## src/sync_ctrl_pkg.sv

```systemverilog
// shared constants and types for the multi-converter sync control block
package sync_ctrl_pkg;

  ////////////////////////////////////////////////////////////////////////////
  // sample path and fifo geometry
  localparam int unsigned DATA_W = 16;      // one input sample word
  localparam int unsigned FIFO_DEPTH = 8;   // input fifo slots
  localparam int unsigned PTR_W = 4;        // one wrap bit above the index
  localparam logic [15:0] CODE_MAX = 16'hFFFF;  // full-scale code, 65535
  localparam logic [3:0] LEVEL_FULL = 4'h8;     // every slot occupied
  localparam logic [3:0] LEVEL_EMPTY = 4'h0;
  localparam logic [3:0] ONE_AWAY_LO = 4'h1;    // one slot from collision
  localparam logic [3:0] ONE_AWAY_HI = 4'h7;
  localparam logic [3:0] TWO_AWAY_LO = 4'h2;    // two slots from collision
  localparam logic [3:0] TWO_AWAY_HI = 4'h6;

  ////////////////////////////////////////////////////////////////////////////
  // register byte offsets
  localparam logic [31:0] OFS_MAIN = 32'h0000_0000;    // main config
  localparam logic [31:0] OFS_SYNC_SEL = 32'h0000_0004;
  localparam logic [31:0] OFS_PLL = 32'h0000_0008;
  localparam logic [31:0] OFS_ALARM = 32'h0000_000C;   // sticky, read-only
  localparam logic [31:0] OFS_CLEAR = 32'h0000_0010;   // write-only
  localparam logic [31:0] OFS_ENABLE = 32'h0000_0014;  // interrupt enable
  localparam logic [31:0] OFS_STATE = 32'h0000_0018;   // live pointers

  ////////////////////////////////////////////////////////////////////////////
  // field positions
  localparam int unsigned MAIN_DIVSYNC_EN_BIT = 0;  // divider sync enable
  localparam int unsigned MAIN_OFFSET_LSB = 4;      // 3-bit read offset
  localparam int unsigned MAIN_DIVM1_LSB = 8;       // 2-bit ratio minus one
  localparam int unsigned SEL_DIVSRC_BIT = 0;       // 0 strobe, 1 sync line
  localparam int unsigned SEL_DUAL_BIT = 1;         // dual sync sources
  localparam int unsigned SEL_PLL_BIT = 2;          // internal pll in use
  localparam int unsigned PLL_FBRST_EN_BIT = 0;     // feedback reset enable
  localparam int unsigned PLL_FBM1_LSB = 8;         // 4-bit ratio minus one

  ////////////////////////////////////////////////////////////////////////////
  // reset values and writable masks
  localparam logic [31:0] MAIN_RST = 32'h0000_0141;
  localparam logic [31:0] MAIN_MASK = 32'h0000_0371;
  localparam logic [31:0] SEL_RST = 32'h0000_0002;
  localparam logic [31:0] SEL_MASK = 32'h0000_0007;
  localparam logic [31:0] PLL_RST = 32'h0000_0F00;
  localparam logic [31:0] PLL_MASK = 32'h0000_0F01;

  ////////////////////////////////////////////////////////////////////////////
  // sticky event bits, collision in bit 0
  typedef struct packed {
    logic fb_reset;   // feedback divider was reset by the sync line
    logic div_sync;   // clock divider was re-aligned
    logic two_away;   // fifo two slots from collision
    logic one_away;   // fifo one slot from collision
    logic collision;  // read met empty or write met full
  } alarm_t;

  // decoded configuration fields
  typedef struct packed {
    logic divsync_en;
    logic [2:0] offset;
    logic [1:0] div_m1;
    logic divsrc_sync;
    logic dual_mode;
    logic pll_en;
    logic fbrst_en;
    logic [3:0] fb_m1;
  } cfg_t;

  // pointer bring-up progress
  typedef enum {PTR_WAIT_WR, PTR_WAIT_RD, PTR_RUN} ptr_state_t;

endpackage

```

## src/sync_control.sv

```systemverilog
// fifo and divider synchronisation core with its register slave
`timescale 1ns/10ps
module sync_control (
  input wire logic clk_i,
  input wire logic rst_b_i,
  input wire logic ce_i,
  input wire logic hsel_i,
  input wire logic [31:0] haddr_i,
  input wire logic [1:0] htrans_i,
  input wire logic hwrite_i,
  input wire logic [2:0] hsize_i,
  input wire logic [31:0] hwdata_i,
  input wire logic hready_i,
  output logic [31:0] hrdata_o,
  output logic hreadyout_o,
  output logic hresp_o,
  input wire logic output_strobe_i,
  input wire logic sync_i,
  input wire logic frame_i,
  input wire logic [15:0] sample_i,
  input wire logic sample_valid_i,
  output logic [15:0] positive_share_o,
  output logic [15:0] negative_share_o,
  output logic share_valid_o,
  output logic alarm_o,
  output logic irq_o
);

  ////////////////////////////////////////////////////////////////////////////
  // declarations
  logic [31:0] main_config_register;   // divider sync, offset, ratio
  logic [31:0] sync_select_register;   // source and mode select
  logic [31:0] pll_control_register;   // feedback divider control
  sync_ctrl_pkg::alarm_t alarm_status_register;  // sticky events
  logic [4:0] irq_en_reg;              // interrupt enable, same layout
  logic [31:0] main_next, sel_next, pll_next;
  sync_ctrl_pkg::alarm_t status_next;
  logic [4:0] irq_en_next;
  logic [4:0] clear_bits; // write-one-to-clear pattern
  logic dp_valid_reg, dp_write_reg; // bus data phase pending
  logic [31:0] dp_addr_reg, hrdata_reg;
  logic dp_valid_next, dp_write_next;
  logic [31:0] dp_addr_next, hrdata_next;
  logic ap_take; // address phase accepted
  sync_ctrl_pkg::cfg_t cfg; // decoded fields
  sync_ctrl_pkg::ptr_state_t ptr_state_reg, ptr_state_next;
  logic [15:0] fifo_mem [sync_ctrl_pkg::FIFO_DEPTH];
  logic [3:0] wr_ptr_reg, rd_ptr_reg, wr_ptr_next, rd_ptr_next;
  logic [3:0] level; // occupied slots
  logic [3:0] rd_origin; // read pointer after a reset
  logic [3:0] fb_cnt_reg, fb_cnt_next; // pll feedback divider
  logic [1:0] cd_cnt_reg, cd_cnt_next; // conversion clock divider
  logic [15:0] pos_reg, neg_reg, pos_next, neg_next;
  logic share_valid_reg, share_valid_next, mem_we;
  sync_ctrl_pkg::alarm_t events;
  logic strobe_rise, sync_rise, frame_level, frame_rise, handoff_rise;
  logic int_strobe; // internal strobe from the pll
  logic strobe_evt; // strobe in use
  logic div_src; // divider sync source event
  logic read_tick; // fifo output clock tick
  logic wr_rst, rd_rst, running;

  // true when a bus address selects the given register
  function automatic logic hits(input logic [31:0] a, input logic [31:0] o);
    hits = (a == o);
  endfunction

  ////////////////////////////////////////////////////////////////////////////
  // input samplers on the conversion clock
  edge_sampler u_strobe (
    .clk_i(clk_i), .rst_b_i(rst_b_i), .ce_i(ce_i),
    .level_i(output_strobe_i), .level_o(), .rise_o(strobe_rise)
  );
  edge_sampler u_sync (
    .clk_i(clk_i), .rst_b_i(rst_b_i), .ce_i(ce_i),
    .level_i(sync_i), .level_o(), .rise_o(sync_rise)
  );
  edge_sampler u_frame (
    .clk_i(clk_i), .rst_b_i(rst_b_i), .ce_i(ce_i),
    .level_i(frame_i), .level_o(frame_level), .rise_o(frame_rise)
  );
  // write reset resampled into the fifo output side; arrives two cycles late
  edge_sampler u_handoff (
    .clk_i(clk_i), .rst_b_i(rst_b_i), .ce_i(ce_i),
    .level_i(frame_level), .level_o(), .rise_o(handoff_rise)
  );

  ////////////////////////////////////////////////////////////////////////////
  // configuration decode and event sources
  always_comb begin
    cfg.divsync_en = main_config_register[sync_ctrl_pkg::MAIN_DIVSYNC_EN_BIT];
    cfg.offset = main_config_register[sync_ctrl_pkg::MAIN_OFFSET_LSB +: 3];
    cfg.div_m1 = main_config_register[sync_ctrl_pkg::MAIN_DIVM1_LSB +: 2];
    cfg.divsrc_sync = sync_select_register[sync_ctrl_pkg::SEL_DIVSRC_BIT];
    cfg.dual_mode = sync_select_register[sync_ctrl_pkg::SEL_DUAL_BIT];
    cfg.pll_en = sync_select_register[sync_ctrl_pkg::SEL_PLL_BIT];
    cfg.fbrst_en = pll_control_register[sync_ctrl_pkg::PLL_FBRST_EN_BIT];
    cfg.fb_m1 = pll_control_register[sync_ctrl_pkg::PLL_FBM1_LSB +: 4];
  end

  assign int_strobe = (fb_cnt_reg == cfg.fb_m1);
  // pll mode needs no external strobe; the pin is then ignored
  assign strobe_evt = cfg.pll_en ? int_strobe : strobe_rise;
  assign div_src = cfg.divsrc_sync ? sync_rise : strobe_evt;
  assign read_tick = (cd_cnt_reg == cfg.div_m1);
  assign wr_rst = frame_rise;
  // dual: strobe aligns reads; single: only the handed-off write reset
  assign rd_rst = cfg.dual_mode ? strobe_evt : handoff_rise;
  assign running = (ptr_state_reg == sync_ctrl_pkg::PTR_RUN);
  assign level = wr_ptr_reg - rd_ptr_reg;
  // read pointer trails a reset write pointer by the offset
  assign rd_origin = 4'h0 - {1'b0, cfg.offset};

  ////////////////////////////////////////////////////////////////////////////
  // datapath: dividers, pointers, shares, events
  always_comb begin
    wr_ptr_next = wr_ptr_reg;
    rd_ptr_next = rd_ptr_reg;
    fb_cnt_next = fb_cnt_reg + 4'h1;
    cd_cnt_next = cd_cnt_reg + 2'h1;
    ptr_state_next = ptr_state_reg;
    pos_next = pos_reg;
    neg_next = neg_reg;
    share_valid_next = 1'b0;
    mem_we = 1'b0;
    events = '0;
    // feedback divider; sync is judged only against this clock
    if (cfg.fbrst_en && sync_rise) begin
      fb_cnt_next = 4'h0;
      events.fb_reset = 1'b1;
    end else if (int_strobe) begin
      fb_cnt_next = 4'h0;
    end
    // divider alignment, held while software leaves sync enabled
    if (cfg.divsync_en && div_src) begin
      cd_cnt_next = 2'h0;
      events.div_sync = 1'b1;
    end else if (read_tick) begin
      cd_cnt_next = 2'h0;
    end
    // write side; once running, a full fifo drops the word rather than overwrite
    if (wr_rst) begin
      wr_ptr_next = 4'h0;
    end else if (sample_valid_i) begin
      if (running && level == sync_ctrl_pkg::LEVEL_FULL) begin
        events.collision = 1'b1;
      end else begin
        mem_we = 1'b1;
        wr_ptr_next = wr_ptr_reg + 4'h1;
      end
    end
    // read side; a reset wins over a read in the same cycle
    if (rd_rst) begin
      rd_ptr_next = rd_origin;
    end else if (running && read_tick) begin
      if (level == sync_ctrl_pkg::LEVEL_EMPTY) begin
        events.collision = 1'b1;
      end else begin
        rd_ptr_next = rd_ptr_reg + 4'h1;
        pos_next = fifo_mem[rd_ptr_reg[2:0]];
        neg_next = sync_ctrl_pkg::CODE_MAX - fifo_mem[rd_ptr_reg[2:0]];
        share_valid_next = 1'b1;
        events.one_away = (level <= sync_ctrl_pkg::ONE_AWAY_LO) ||
                          (level >= sync_ctrl_pkg::ONE_AWAY_HI);
        events.two_away = (level <= sync_ctrl_pkg::TWO_AWAY_LO) ||
                          (level >= sync_ctrl_pkg::TWO_AWAY_HI);
      end
    end
    // bring-up: reads start only once both pointers were reset
    case (ptr_state_reg)
      sync_ctrl_pkg::PTR_WAIT_WR: begin
        if (wr_rst) begin
          ptr_state_next = sync_ctrl_pkg::PTR_WAIT_RD;
        end
      end
      sync_ctrl_pkg::PTR_WAIT_RD: begin
        if (rd_rst) begin
          ptr_state_next = sync_ctrl_pkg::PTR_RUN;
        end
      end
      default: begin
        ptr_state_next = sync_ctrl_pkg::PTR_RUN;
      end
    endcase
  end

  // datapath registers
  always_ff @(posedge clk_i or negedge rst_b_i) begin
    if (!rst_b_i) begin
      wr_ptr_reg <= 4'h0;
      rd_ptr_reg <= 4'h0;
      fb_cnt_reg <= 4'h0;
      cd_cnt_reg <= 2'h0;
      ptr_state_reg <= sync_ctrl_pkg::PTR_WAIT_WR;
      pos_reg <= 16'h0000;
      neg_reg <= 16'h0000;
      share_valid_reg <= 1'b0;
    end else if (ce_i) begin
      wr_ptr_reg <= wr_ptr_next;
      rd_ptr_reg <= rd_ptr_next;
      fb_cnt_reg <= fb_cnt_next;
      cd_cnt_reg <= cd_cnt_next;
      ptr_state_reg <= ptr_state_next;
      pos_reg <= pos_next;
      neg_reg <= neg_next;
      share_valid_reg <= share_valid_next;
    end
  end

  // fifo storage, cleared: reads may run ahead of the first writes
  always_ff @(posedge clk_i or negedge rst_b_i) begin
    if (!rst_b_i) begin
      for (int i = 0; i < int'(sync_ctrl_pkg::FIFO_DEPTH); i++) begin
        fifo_mem[i] <= 16'h0000;
      end
    end else if (ce_i && mem_we) begin
      fifo_mem[wr_ptr_reg[2:0]] <= sample_i;
    end
  end

  ////////////////////////////////////////////////////////////////////////////
  // bus slave and register file; zero wait states while enabled
  assign ap_take = ce_i && hsel_i && hready_i && htrans_i[1];

  always_comb begin
    main_next = main_config_register;
    sel_next = sync_select_register;
    pll_next = pll_control_register;
    irq_en_next = irq_en_reg;
    clear_bits = 5'h00;
    dp_valid_next = ap_take;
    dp_write_next = ap_take && hwrite_i;
    dp_addr_next = ap_take ? haddr_i : dp_addr_reg;
    hrdata_next = hrdata_reg;
    // read data is fetched in the address phase; unmapped reads as zero
    if (ap_take && !hwrite_i) begin
      if (hits(haddr_i, sync_ctrl_pkg::OFS_MAIN)) begin
        hrdata_next = main_config_register;
      end else if (hits(haddr_i, sync_ctrl_pkg::OFS_SYNC_SEL)) begin
        hrdata_next = sync_select_register;
      end else if (hits(haddr_i, sync_ctrl_pkg::OFS_PLL)) begin
        hrdata_next = pll_control_register;
      end else if (hits(haddr_i, sync_ctrl_pkg::OFS_ALARM)) begin
        hrdata_next = {27'h0, alarm_status_register};
      end else if (hits(haddr_i, sync_ctrl_pkg::OFS_ENABLE)) begin
        hrdata_next = {27'h0, irq_en_reg};
      end else if (hits(haddr_i, sync_ctrl_pkg::OFS_STATE)) begin
        hrdata_next = {17'h0, running, fb_cnt_reg, cd_cnt_reg,
                       rd_ptr_reg, wr_ptr_reg};
      end else begin
        hrdata_next = 32'h0000_0000;
      end
    end
    // writes land in the data phase; unmapped writes are dropped
    if (dp_valid_reg && dp_write_reg) begin
      if (hits(dp_addr_reg, sync_ctrl_pkg::OFS_MAIN)) begin
        main_next = hwdata_i & sync_ctrl_pkg::MAIN_MASK;
      end else if (hits(dp_addr_reg, sync_ctrl_pkg::OFS_SYNC_SEL)) begin
        sel_next = hwdata_i & sync_ctrl_pkg::SEL_MASK;
      end else if (hits(dp_addr_reg, sync_ctrl_pkg::OFS_PLL)) begin
        pll_next = hwdata_i & sync_ctrl_pkg::PLL_MASK;
      end else if (hits(dp_addr_reg, sync_ctrl_pkg::OFS_CLEAR)) begin
        clear_bits = hwdata_i[4:0];
      end else if (hits(dp_addr_reg, sync_ctrl_pkg::OFS_ENABLE)) begin
        irq_en_next = hwdata_i[4:0];
      end
    end
    // a new event beats a clear in the same cycle
    status_next = (alarm_status_register & ~clear_bits) | events;
  end

  // register file flops
  always_ff @(posedge clk_i or negedge rst_b_i) begin
    if (!rst_b_i) begin
      main_config_register <= sync_ctrl_pkg::MAIN_RST;
      sync_select_register <= sync_ctrl_pkg::SEL_RST;
      pll_control_register <= sync_ctrl_pkg::PLL_RST;
      alarm_status_register <= '0;
      irq_en_reg <= 5'h00;
      dp_valid_reg <= 1'b0;
      dp_write_reg <= 1'b0;
      dp_addr_reg <= 32'h0000_0000;
      hrdata_reg <= 32'h0000_0000;
    end else if (ce_i) begin
      main_config_register <= main_next;
      sync_select_register <= sel_next;
      pll_control_register <= pll_next;
      alarm_status_register <= status_next;
      irq_en_reg <= irq_en_next;
      dp_valid_reg <= dp_valid_next;
      dp_write_reg <= dp_write_next;
      dp_addr_reg <= dp_addr_next;
      hrdata_reg <= hrdata_next;
    end
  end

  // outputs; a low clock enable stalls the bus instead of losing a transfer
  assign hrdata_o = hrdata_reg;
  assign hreadyout_o = ce_i;
  assign hresp_o = 1'b0;
  assign positive_share_o = pos_reg;
  assign negative_share_o = neg_reg;
  assign share_valid_o = share_valid_reg;
  assign alarm_o = alarm_status_register.collision |
                   alarm_status_register.one_away |
                   alarm_status_register.two_away;
  assign irq_o = |(alarm_status_register & irq_en_reg);
endmodule

```

## src/edge_sampler.sv

```systemverilog
// two-flop resampler with rising-edge detect for one sync level
`timescale 1ns/10ps
module edge_sampler (
  input wire logic clk_i,
  input wire logic rst_b_i,
  input wire logic ce_i,
  input wire logic level_i,
  output logic level_o,
  output logic rise_o
);

  logic meta_reg;   // first stage, read only by the second
  logic safe_reg;   // settled copy of the input
  logic last_reg;   // previous settled value
  logic meta_next;
  logic safe_next;
  logic last_next;

  ////////////////////////////////////////////////////////////////////////////
  // shift the level along the chain
  always_comb begin
    meta_next = level_i;
    safe_next = meta_reg;
    last_next = safe_reg;
  end

  // chain flops, frozen while the clock enable is low
  always_ff @(posedge clk_i or negedge rst_b_i) begin
    if (!rst_b_i) begin
      meta_reg <= 1'b0;
      safe_reg <= 1'b0;
      last_reg <= 1'b0;
    end else if (ce_i) begin
      meta_reg <= meta_next;
      safe_reg <= safe_next;
      last_reg <= last_next;
    end
  end

  // edge seen only on settled stages, never on the first one
  assign level_o = safe_reg;
  assign rise_o = safe_reg & ~last_reg;

endmodule

```

## config.mk

```make
export PLATFORM = sky130hd
export DESIGN_NAME = sync_control
export DESIGN_NICKNAME = d
export VERILOG_FILES = /design/src/sync_ctrl_pkg.sv /design/src/sync_control.sv /design/src/edge_sampler.sv
export SDC_FILE = /design/constraint.sdc
export NUM_CORES = 1
export LEC_CHECK = 0
export ABC_AREA = 1
export BUFFER_PORTS_ARGS = -buffer_cell sky130_fd_sc_hd__buf_4
export CAP_MARGIN = 20
export CELL_PAD_IN_SITES_DETAIL_PLACEMENT = 1
export CELL_PAD_IN_SITES_GLOBAL_PLACEMENT = 2
export CORE_ASPECT_RATIO = 1.25
export CORE_MARGIN = 5
export CORE_UTILIZATION = 37
export CTS_CLUSTER_DIAMETER = 120
export CTS_CLUSTER_SIZE = 24
export DETAILED_ROUTE_END_ITERATION = 16
export PLACE_DENSITY_LB_ADDON = 0.1
export SLEW_MARGIN = 25
export SYNTH_ARGS = -nofsm -noshare
export SYNTH_HDL_FRONTEND = slang
export SYNTH_SLANG_ARGS = --single-unit
export TNS_END_PERCENT = 10
```

## constraint.sdc

```tcl
create_clock -name clk_i -period 7.2 [get_ports clk_i]
set_input_delay 0 -clock clk_i [delete_from_list [all_inputs] [get_ports clk_i]]
set_output_delay 0 -clock clk_i [all_outputs]
set_load 0.01 [all_outputs]
```

* Yosys cells after proc, flatten, opt, wreduce, memory -nomap -nowiden
Cells that the tools add are included.
** Operators by class
- Bitwise gates (word level) :: 22
- Eq/ne operators :: 18
- Reduce and logical (&&, ||, !) cells :: 32
- Multiplexer cells :: 48
- Magnitude comparators :: 7
- $add $sub $neg :: 7
** Operators by type and width (number)
- $bwmux 128 :: 1
- $eq 32x5->1 const B :: 4
- $eq 32x3->1 const B :: 3
- $eq 32x4->1 const B :: 3
- $logic_not 32->1 :: 3
- $mux 15 :: 6
- $mux 32 :: 2
- $pmux 32 s2 :: 1
- $bmux 16 s3 :: 1
- $demux 16 s3 :: 1
- $mux 16 :: 3
- $eq 32x1->1 const B :: 1
- $mux 4 :: 8
- $mux 5 :: 5
- $sub 16x16->16 const A :: 1
- $mux 1 :: 15
- $add 4x1->4 const B :: 3
- $logic_and 1x1->1 :: 12
- $reduce_and 3->1 :: 4
- $and 5x5->5 :: 2
- $not 1->1 :: 10
- $ge 4x3->1 const B :: 2
- $ge 4x4->1 const B :: 2
- $ne 2x2->1 const B :: 4
- 25 further kinds :: 37
** Word-level totals
- Output and inout port bits :: 69
- Flip-flop bits (word level) :: 308

* Longest topological paths before layout
- Depth in word-level cells :: 10
- Mapped depth :: 15
- Gate-level depth less buffers :: 13

* Hierarchy
From an unflattened synthesis, not the netlist that was laid out.
** Second synthesis, totals
- Cells, all modules :: 1487
- Area total of the unflattened synthesis :: 12538.3 um^2
** By module, submodules not included
- sync_control :: area each 12057.8 um^2, times used 1, cells each 1427, seq. area each 6266.0 um^2
- edge_sampler :: area each 120.1 um^2, times used 4, cells each 15, seq. area each 75.1 um^2

* Worst setup path before layout
No wires, ideal clock.
- Path type :: register to register
- From :: reg rd_ptr_reg[1]
- To :: reg fifo_mem[10] in the netlist's numbering
- Clock period less this slack :: 2.604 ns
- Arrival :: 2.478 ns
- Path slack :: 4.596 ns
- Library setup time :: 0.126 ns
- Cell stages (with the launch flop) :: 14
- Cell sequence :: dfrtp_1 buf_2 clkinv_1 buf_1 fa_1 xnor2_2 nand2_1 nor2_2 nand3_2 nand2_4 inv_8 nand2_4 buf_6 o21ai_1
** Between the ends
- Word-level cells in the longest chain between the ends :: 7
** Ends and longest elaborated chain
- start: declaration :: RTL line sync_control.sv:48 : logic [3:0] wr_ptr_reg, rd_ptr_reg, wr_ptr_next, rd_ptr_next;
- start signal: assignment :: RTL line sync_control.sv:200 : rd_ptr_reg <= rd_ptr_next;
- $sub 4x4->4 :: RTL line sync_control.sv:110 : assign level = wr_ptr_reg - rd_ptr_reg;
- $eq 4x4->1 :: RTL line sync_control.sv:145 : if (running && level == sync_ctrl_pkg::LEVEL_FULL) begin
- $logic_and 1x1->1 :: RTL line sync_control.sv:145
- $mux 1 :: RTL line sync_control.sv:145
- $mux 1 :: RTL line sync_control.sv:144 : end else if (sample_valid_i) begin
- $mux 1 :: RTL line sync_control.sv:142 : if (wr_rst) begin
- $logic_and 1x1->1 :: RTL line sync_control.sv:216 : end else if (ce_i && mem_we) begin
- end signal: indexed assignment :: RTL line sync_control.sv:217 : fifo_mem[wr_ptr_reg[2:0]] <= sample_i;
- end: declaration :: RTL line sync_control.sv:47 : logic [15:0] fifo_mem [sync_ctrl_pkg::FIFO_DEPTH];
Every way passes these cells.
A chain may end at the register's enable or synchronous reset.

* Worst setup path in the final report
- From :: reg wr_ptr_reg[0]
- To :: reg fifo_mem[31] in the netlist's numbering
** Between the ends
- Word-level cells in the longest chain between the ends :: 7
- Elaborated cells on any way between the ends :: 14
- Classes of those cells :: 1 x add/sub; 2 x order compare; 1 x eq/ne; 6 x mux; 1 x bitwise; 3 x reduce/logical
** Ends and longest elaborated chain
- start: declaration :: RTL line sync_control.sv:48
- start signal: assignment :: RTL line sync_control.sv:199 : wr_ptr_reg <= wr_ptr_next;
- $sub 4x4->4 :: RTL line sync_control.sv:110
- $eq 4x4->1 :: RTL line sync_control.sv:145
- $logic_and 1x1->1 :: RTL line sync_control.sv:145
- $mux 1 :: RTL line sync_control.sv:145
- $mux 1 :: RTL line sync_control.sv:144
- $mux 1 :: RTL line sync_control.sv:142
- $logic_and 1x1->1 :: RTL line sync_control.sv:216
Parallel ways exist; a longest one is shown, timed or not.

==> summary by stage <==
Clock tree
The later pin in the worst-skew pair is clocked with a latency of between 0.5 and 0.6 ns. The number of CTS-inserted buffers is 14. CTS built an H-tree with a depth of 1. The number of buffers on the longest clock path is 3.

The clock-pin transition on the worst setup and hold timing paths is 0.10 ns. The clock net in this run drives a total of around 260 sinks. The clock root buffer is clkbuf_16.

TritonCTS built the clock tree.

Floorplanning
The die width is 173.8 um. The boundary pin count is 164. The area of the core is 0.03331 mm^2.

The effective utilization at floorplan is between 30 and 40%. The number of rows created at floorplan is 75. The area enclosed by the die boundary is ~0.037 mm^2.

Measured along the y axis, the die boundary spans about 210 um.

Final layout
Relative to the synthesized area, the layout overhead comes to 16.92%. The register with the most flip-flops in the layout has 128 of them. The number of standard cells in the final layout excluding fillers is 2059. The final layout contains 1734 nets.

The fraction of layout instances using a drive strength above 1 is 12.16%. The final antenna diode count is 0.

Logic synthesis
During synthesis, Yosys emitted a total of 0 warnings. Yosys attributes the largest share of cell area to dfrtp_1 51%, nand2_1 14%, o21ai_0 4.2%. In this run the cell area of the synthesized design comes to about 0.012 mm^2. The post-synthesis sequential area ratio is between 50% and 60%. A synthesized cell averages 8.359 um^2.

After synthesis, the netlist uses 49 different library cells. The top flip-flop cell by instance count after synthesis is dfrtp_1. The top-area cell type share of the netlist area is 51.04%. The count of flip-flops with a built-in enable after synthesis is 0. The share of flip-flops with an asynchronous set or reset is 100.0%.

The gate count after technology mapping is 1484. Synthesis inferred around 260 register bits. The biggest area contributor in the post-synthesis netlist is dfrtp_1.

Placed design
At the end of routability-driven placement, the weighted congestion stood at 0.8443. The count of buffers from port buffering is 120. The detailed placer's ending HPWL is 23930 um. Including well taps, the total number of placed cells is slightly below 2k.

The worst setup slack after placement is 3.938 ns.

Worst setup path
The delay of the slowest critical-path stage is a little under 0.8 ns. The largest individual stage delay along the critical path comes from the cell nor3_4. The worst register-to-register path has a setup slack of ~4 ns. Data on the critical path is required at its endpoint by 7.62 ns. Walking the worst path, the cells encountered are inv_1 -> ha_1 -> inv_1 -> fa_1 -> xnor2_2 -> nand2_1 -> nor2_2 -> nand3_2 -> nand2_4 -> nor3_4 -> nand2_1 -> nand2_1.

The startpoint of the lowest-slack register-to-register path is wr_ptr_reg[0]. Measured in cells, the most critical reg-to-reg path has a length of 12. Broken down by cell family, the worst path's largest delay share belongs to simple AND/OR/NAND/NOR gates. In this run the number of cells on the critical path is 12. The cell seen most often among critical-path stages is nand2_1. The biggest fanout along the worst timing path is 16.

The worst register-to-register path ends at fifo_mem[31]. The buffering stage count on the worst path with inverters included is 2. The worst setup path is launched from a register. Data on the critical path arrives at its endpoint at 3.51 ns.

The critical path is of the register to register type. The capturing element type of the critical path is a register.

Worst hold path
In this run the most critical hold path is launched from htrans_i[1]. The hold path endpoint is dp_valid_reg. The type of the tightest min-delay check is primary input to register.

The number of cells on the worst hold path is 3.

Timing
The setup TNS is 0 ns. The worst-case headroom to the max-slew limit is between 30% and 40%. The final hold violation count is 0. The final-report max-slew violation count was 0. The post-layout worst setup margin is between 4 and 5 ns. Static timing analysis puts the maximum clock frequency at 324.4 MHz. Setup violations remaining at the end of the flow were counted as 0. After layout, the worst path uses approximately 43% of the clock period. Setup repair after global routing left no endpoint under its margin. The actual slew at the worst max-slew pin is 1.013 ns. The final clock skew is 0.03170 ns. The clock period could shrink to 3.082 ns.

Global route
Global routing consumed, over all layers together, 19.54% of the routing resources. The number of antenna violations at the first check in global routing is 0. The global-route wire length before repair is 59770 um. The total overflow left after global routing is 0. The number of global-route vias before repair is 10.62k.

The pin count of the biggest net entering global routing is 141.

Detailed routing
The number of iterations in the first detailed-routing pass is 5. The number of design rule violations left after detail routing is 0. The final antenna-violating net count is 0. The routed via count divided by cell count is 4.983.

The total length of routed wires is about 36000 um. Dividing the detail-routed wire length by the instance count gives 17.68 um. The violation count after the first detailed-route iteration is 569. The via count is around 10k.

Pwr
Across the VDD grid, the largest voltage drop is 0.1588 mV. The static leakage power is between 7 and 8 nW. The ratio of total power to cell area is approximately 330 mW/mm^2. The design draws about 0.0048 W.

Outcome
The flow ran to the end, and the final reports show no timing, DRC or antenna violations.

Flow run
Max-cap violations in this run came to 0.
-- tightest hold or removal path, stage by stage --
cell and delay [ns]:
buf_4 0.11, nand4_2 0.30, nand2_1 0.08
-- worst max path at each step --
stage,start,slack [ns],to
floorplan,rd_ptr_reg[1],4.60,fifo_mem[10]
global route,wr_ptr_reg[0],3.82,fifo_mem[25]
detailed placement,wr_ptr_reg[0],3.94,positive_share_o[3]
finish,wr_ptr_reg[0],4.12,fifo_mem[31]
global placement,wr_ptr_reg[0],4.05,positive_share_o[12]
CTS,wr_ptr_reg[0],3.92,positive_share_o[3]
-- synth_stat cells, types with 2 or more instances --
| master | instances |
|---|---|
| o21ai_2 | 15 |
| nand2_4 | 8 |
| xnor2_2 | 2 |
| o22ai_1 | 6 |
| inv_2 | 2 |
| nand2_2 | 2 |
| nor2_2 | 3 |
| dfrtp_1 | 253 |
| nand2_1 | 475 |
| buf_2 | 13 |
| xor2_1 | 12 |
| xnor2_1 | 4 |
| dfstp_2 | 8 |
| a21oi_1 | 8 |
| ha_1 | 7 |
| nor3_1 | 5 |
| o31ai_1 | 15 |
| buf_6 | 23 |
| nor2_1 | 123 |
| clkbuf_1 | 18 |
| nor3_2 | 3 |
| nand3_1 | 86 |
| nand4_1 | 18 |
| o21ai_0 | 104 |
| a31oi_1 | 15 |
| buf_1 | 9 |
| o21ai_1 | 103 |
| buf_4 | 21 |
| inv_1 | 103 |
-- cells in the final DEF (no fill, tap or decap), drive strengths merged, types with 2 or more instances in the layout --
cell         count
nand3b           2
nand2          485
nand3           87
nor2           127
inv            106
nor3             9
xnor2            6
buf            129
dlygate4sd3     69
ha               7
a31oi           15
o22ai            6
clkbuf          20
xor2            12
dfstp            8
conb            18
o31ai           15
dfrtp          253
clkinv           2
a21oi            8
nand4           20
o21ai          222
-- layout make-up --
cell class | count | area (um^2)
Multi-Input combinational cell | 1049 | 4943
Tap cell | 423 | 529.3
Clock inverter | 1 | 5.005
Sequential cell | 261 | 6543
Timing Repair Buffer | 198 | 1679
Clock buffer | 20 | 394.1
Fill cell | 3993 | 18810
Inverter | 107 | 409.1
-- metrics by stage --
stage / hold WS [ns] / area [um^2] / utilization (%)
4_1_cts: 0.002397 / 14490 / 43.51
2_1_floorplan: -0.2956 / 12470 / -
5_1_grt: 0.03280 / 14500 / 43.53
3_3_place_gp: -0.02311 / 13400 / 40.24
3_5_place_dp: -0.01945 / 13400 / 40.24
6_report: 0.01226 / 14500 / 43.53
-- kinds of logic (layout without fill, tap and decap cells) --
family,Yosys count,after routing,share of synthesized area (%)
adder cells (fa/ha/maj),8,8,0.8674
XOR/XNOR,18,18,1.392
flip-flops,261,261,52.73
other,1,18,0.03023
buffers and inverters,191,326,7.999
AO/OA/AOI/OAI,272,272,12.09
AND/OR/NAND/NOR,733,733,24.88
-- report_power, final --
part | switching [W] | internal, W | leakage, nW
registers | 0.000261 | 0.00188 | 3.37
logic | 0.00109 | 0.000646 | 3.58
clock network | 0.000498 | 0.000387 | 0.195
total | 0.00184 | 0.00291 | 7.14
-- per-layer routing --
metal,routed length (um),GRT usage [%]
met5,0,0
met4,707,4.119
met3,986,1.968
met2,18330,34.50
met1,16380,26.19
-- timing repair --
action,in CTS,in global routing
gates resized for setup,0,0
endpoints found under the hold margin,276,0
setup buffers,0,0
hold buffers,69,0
Note: power is estimated with default switching activity, not from simulation.
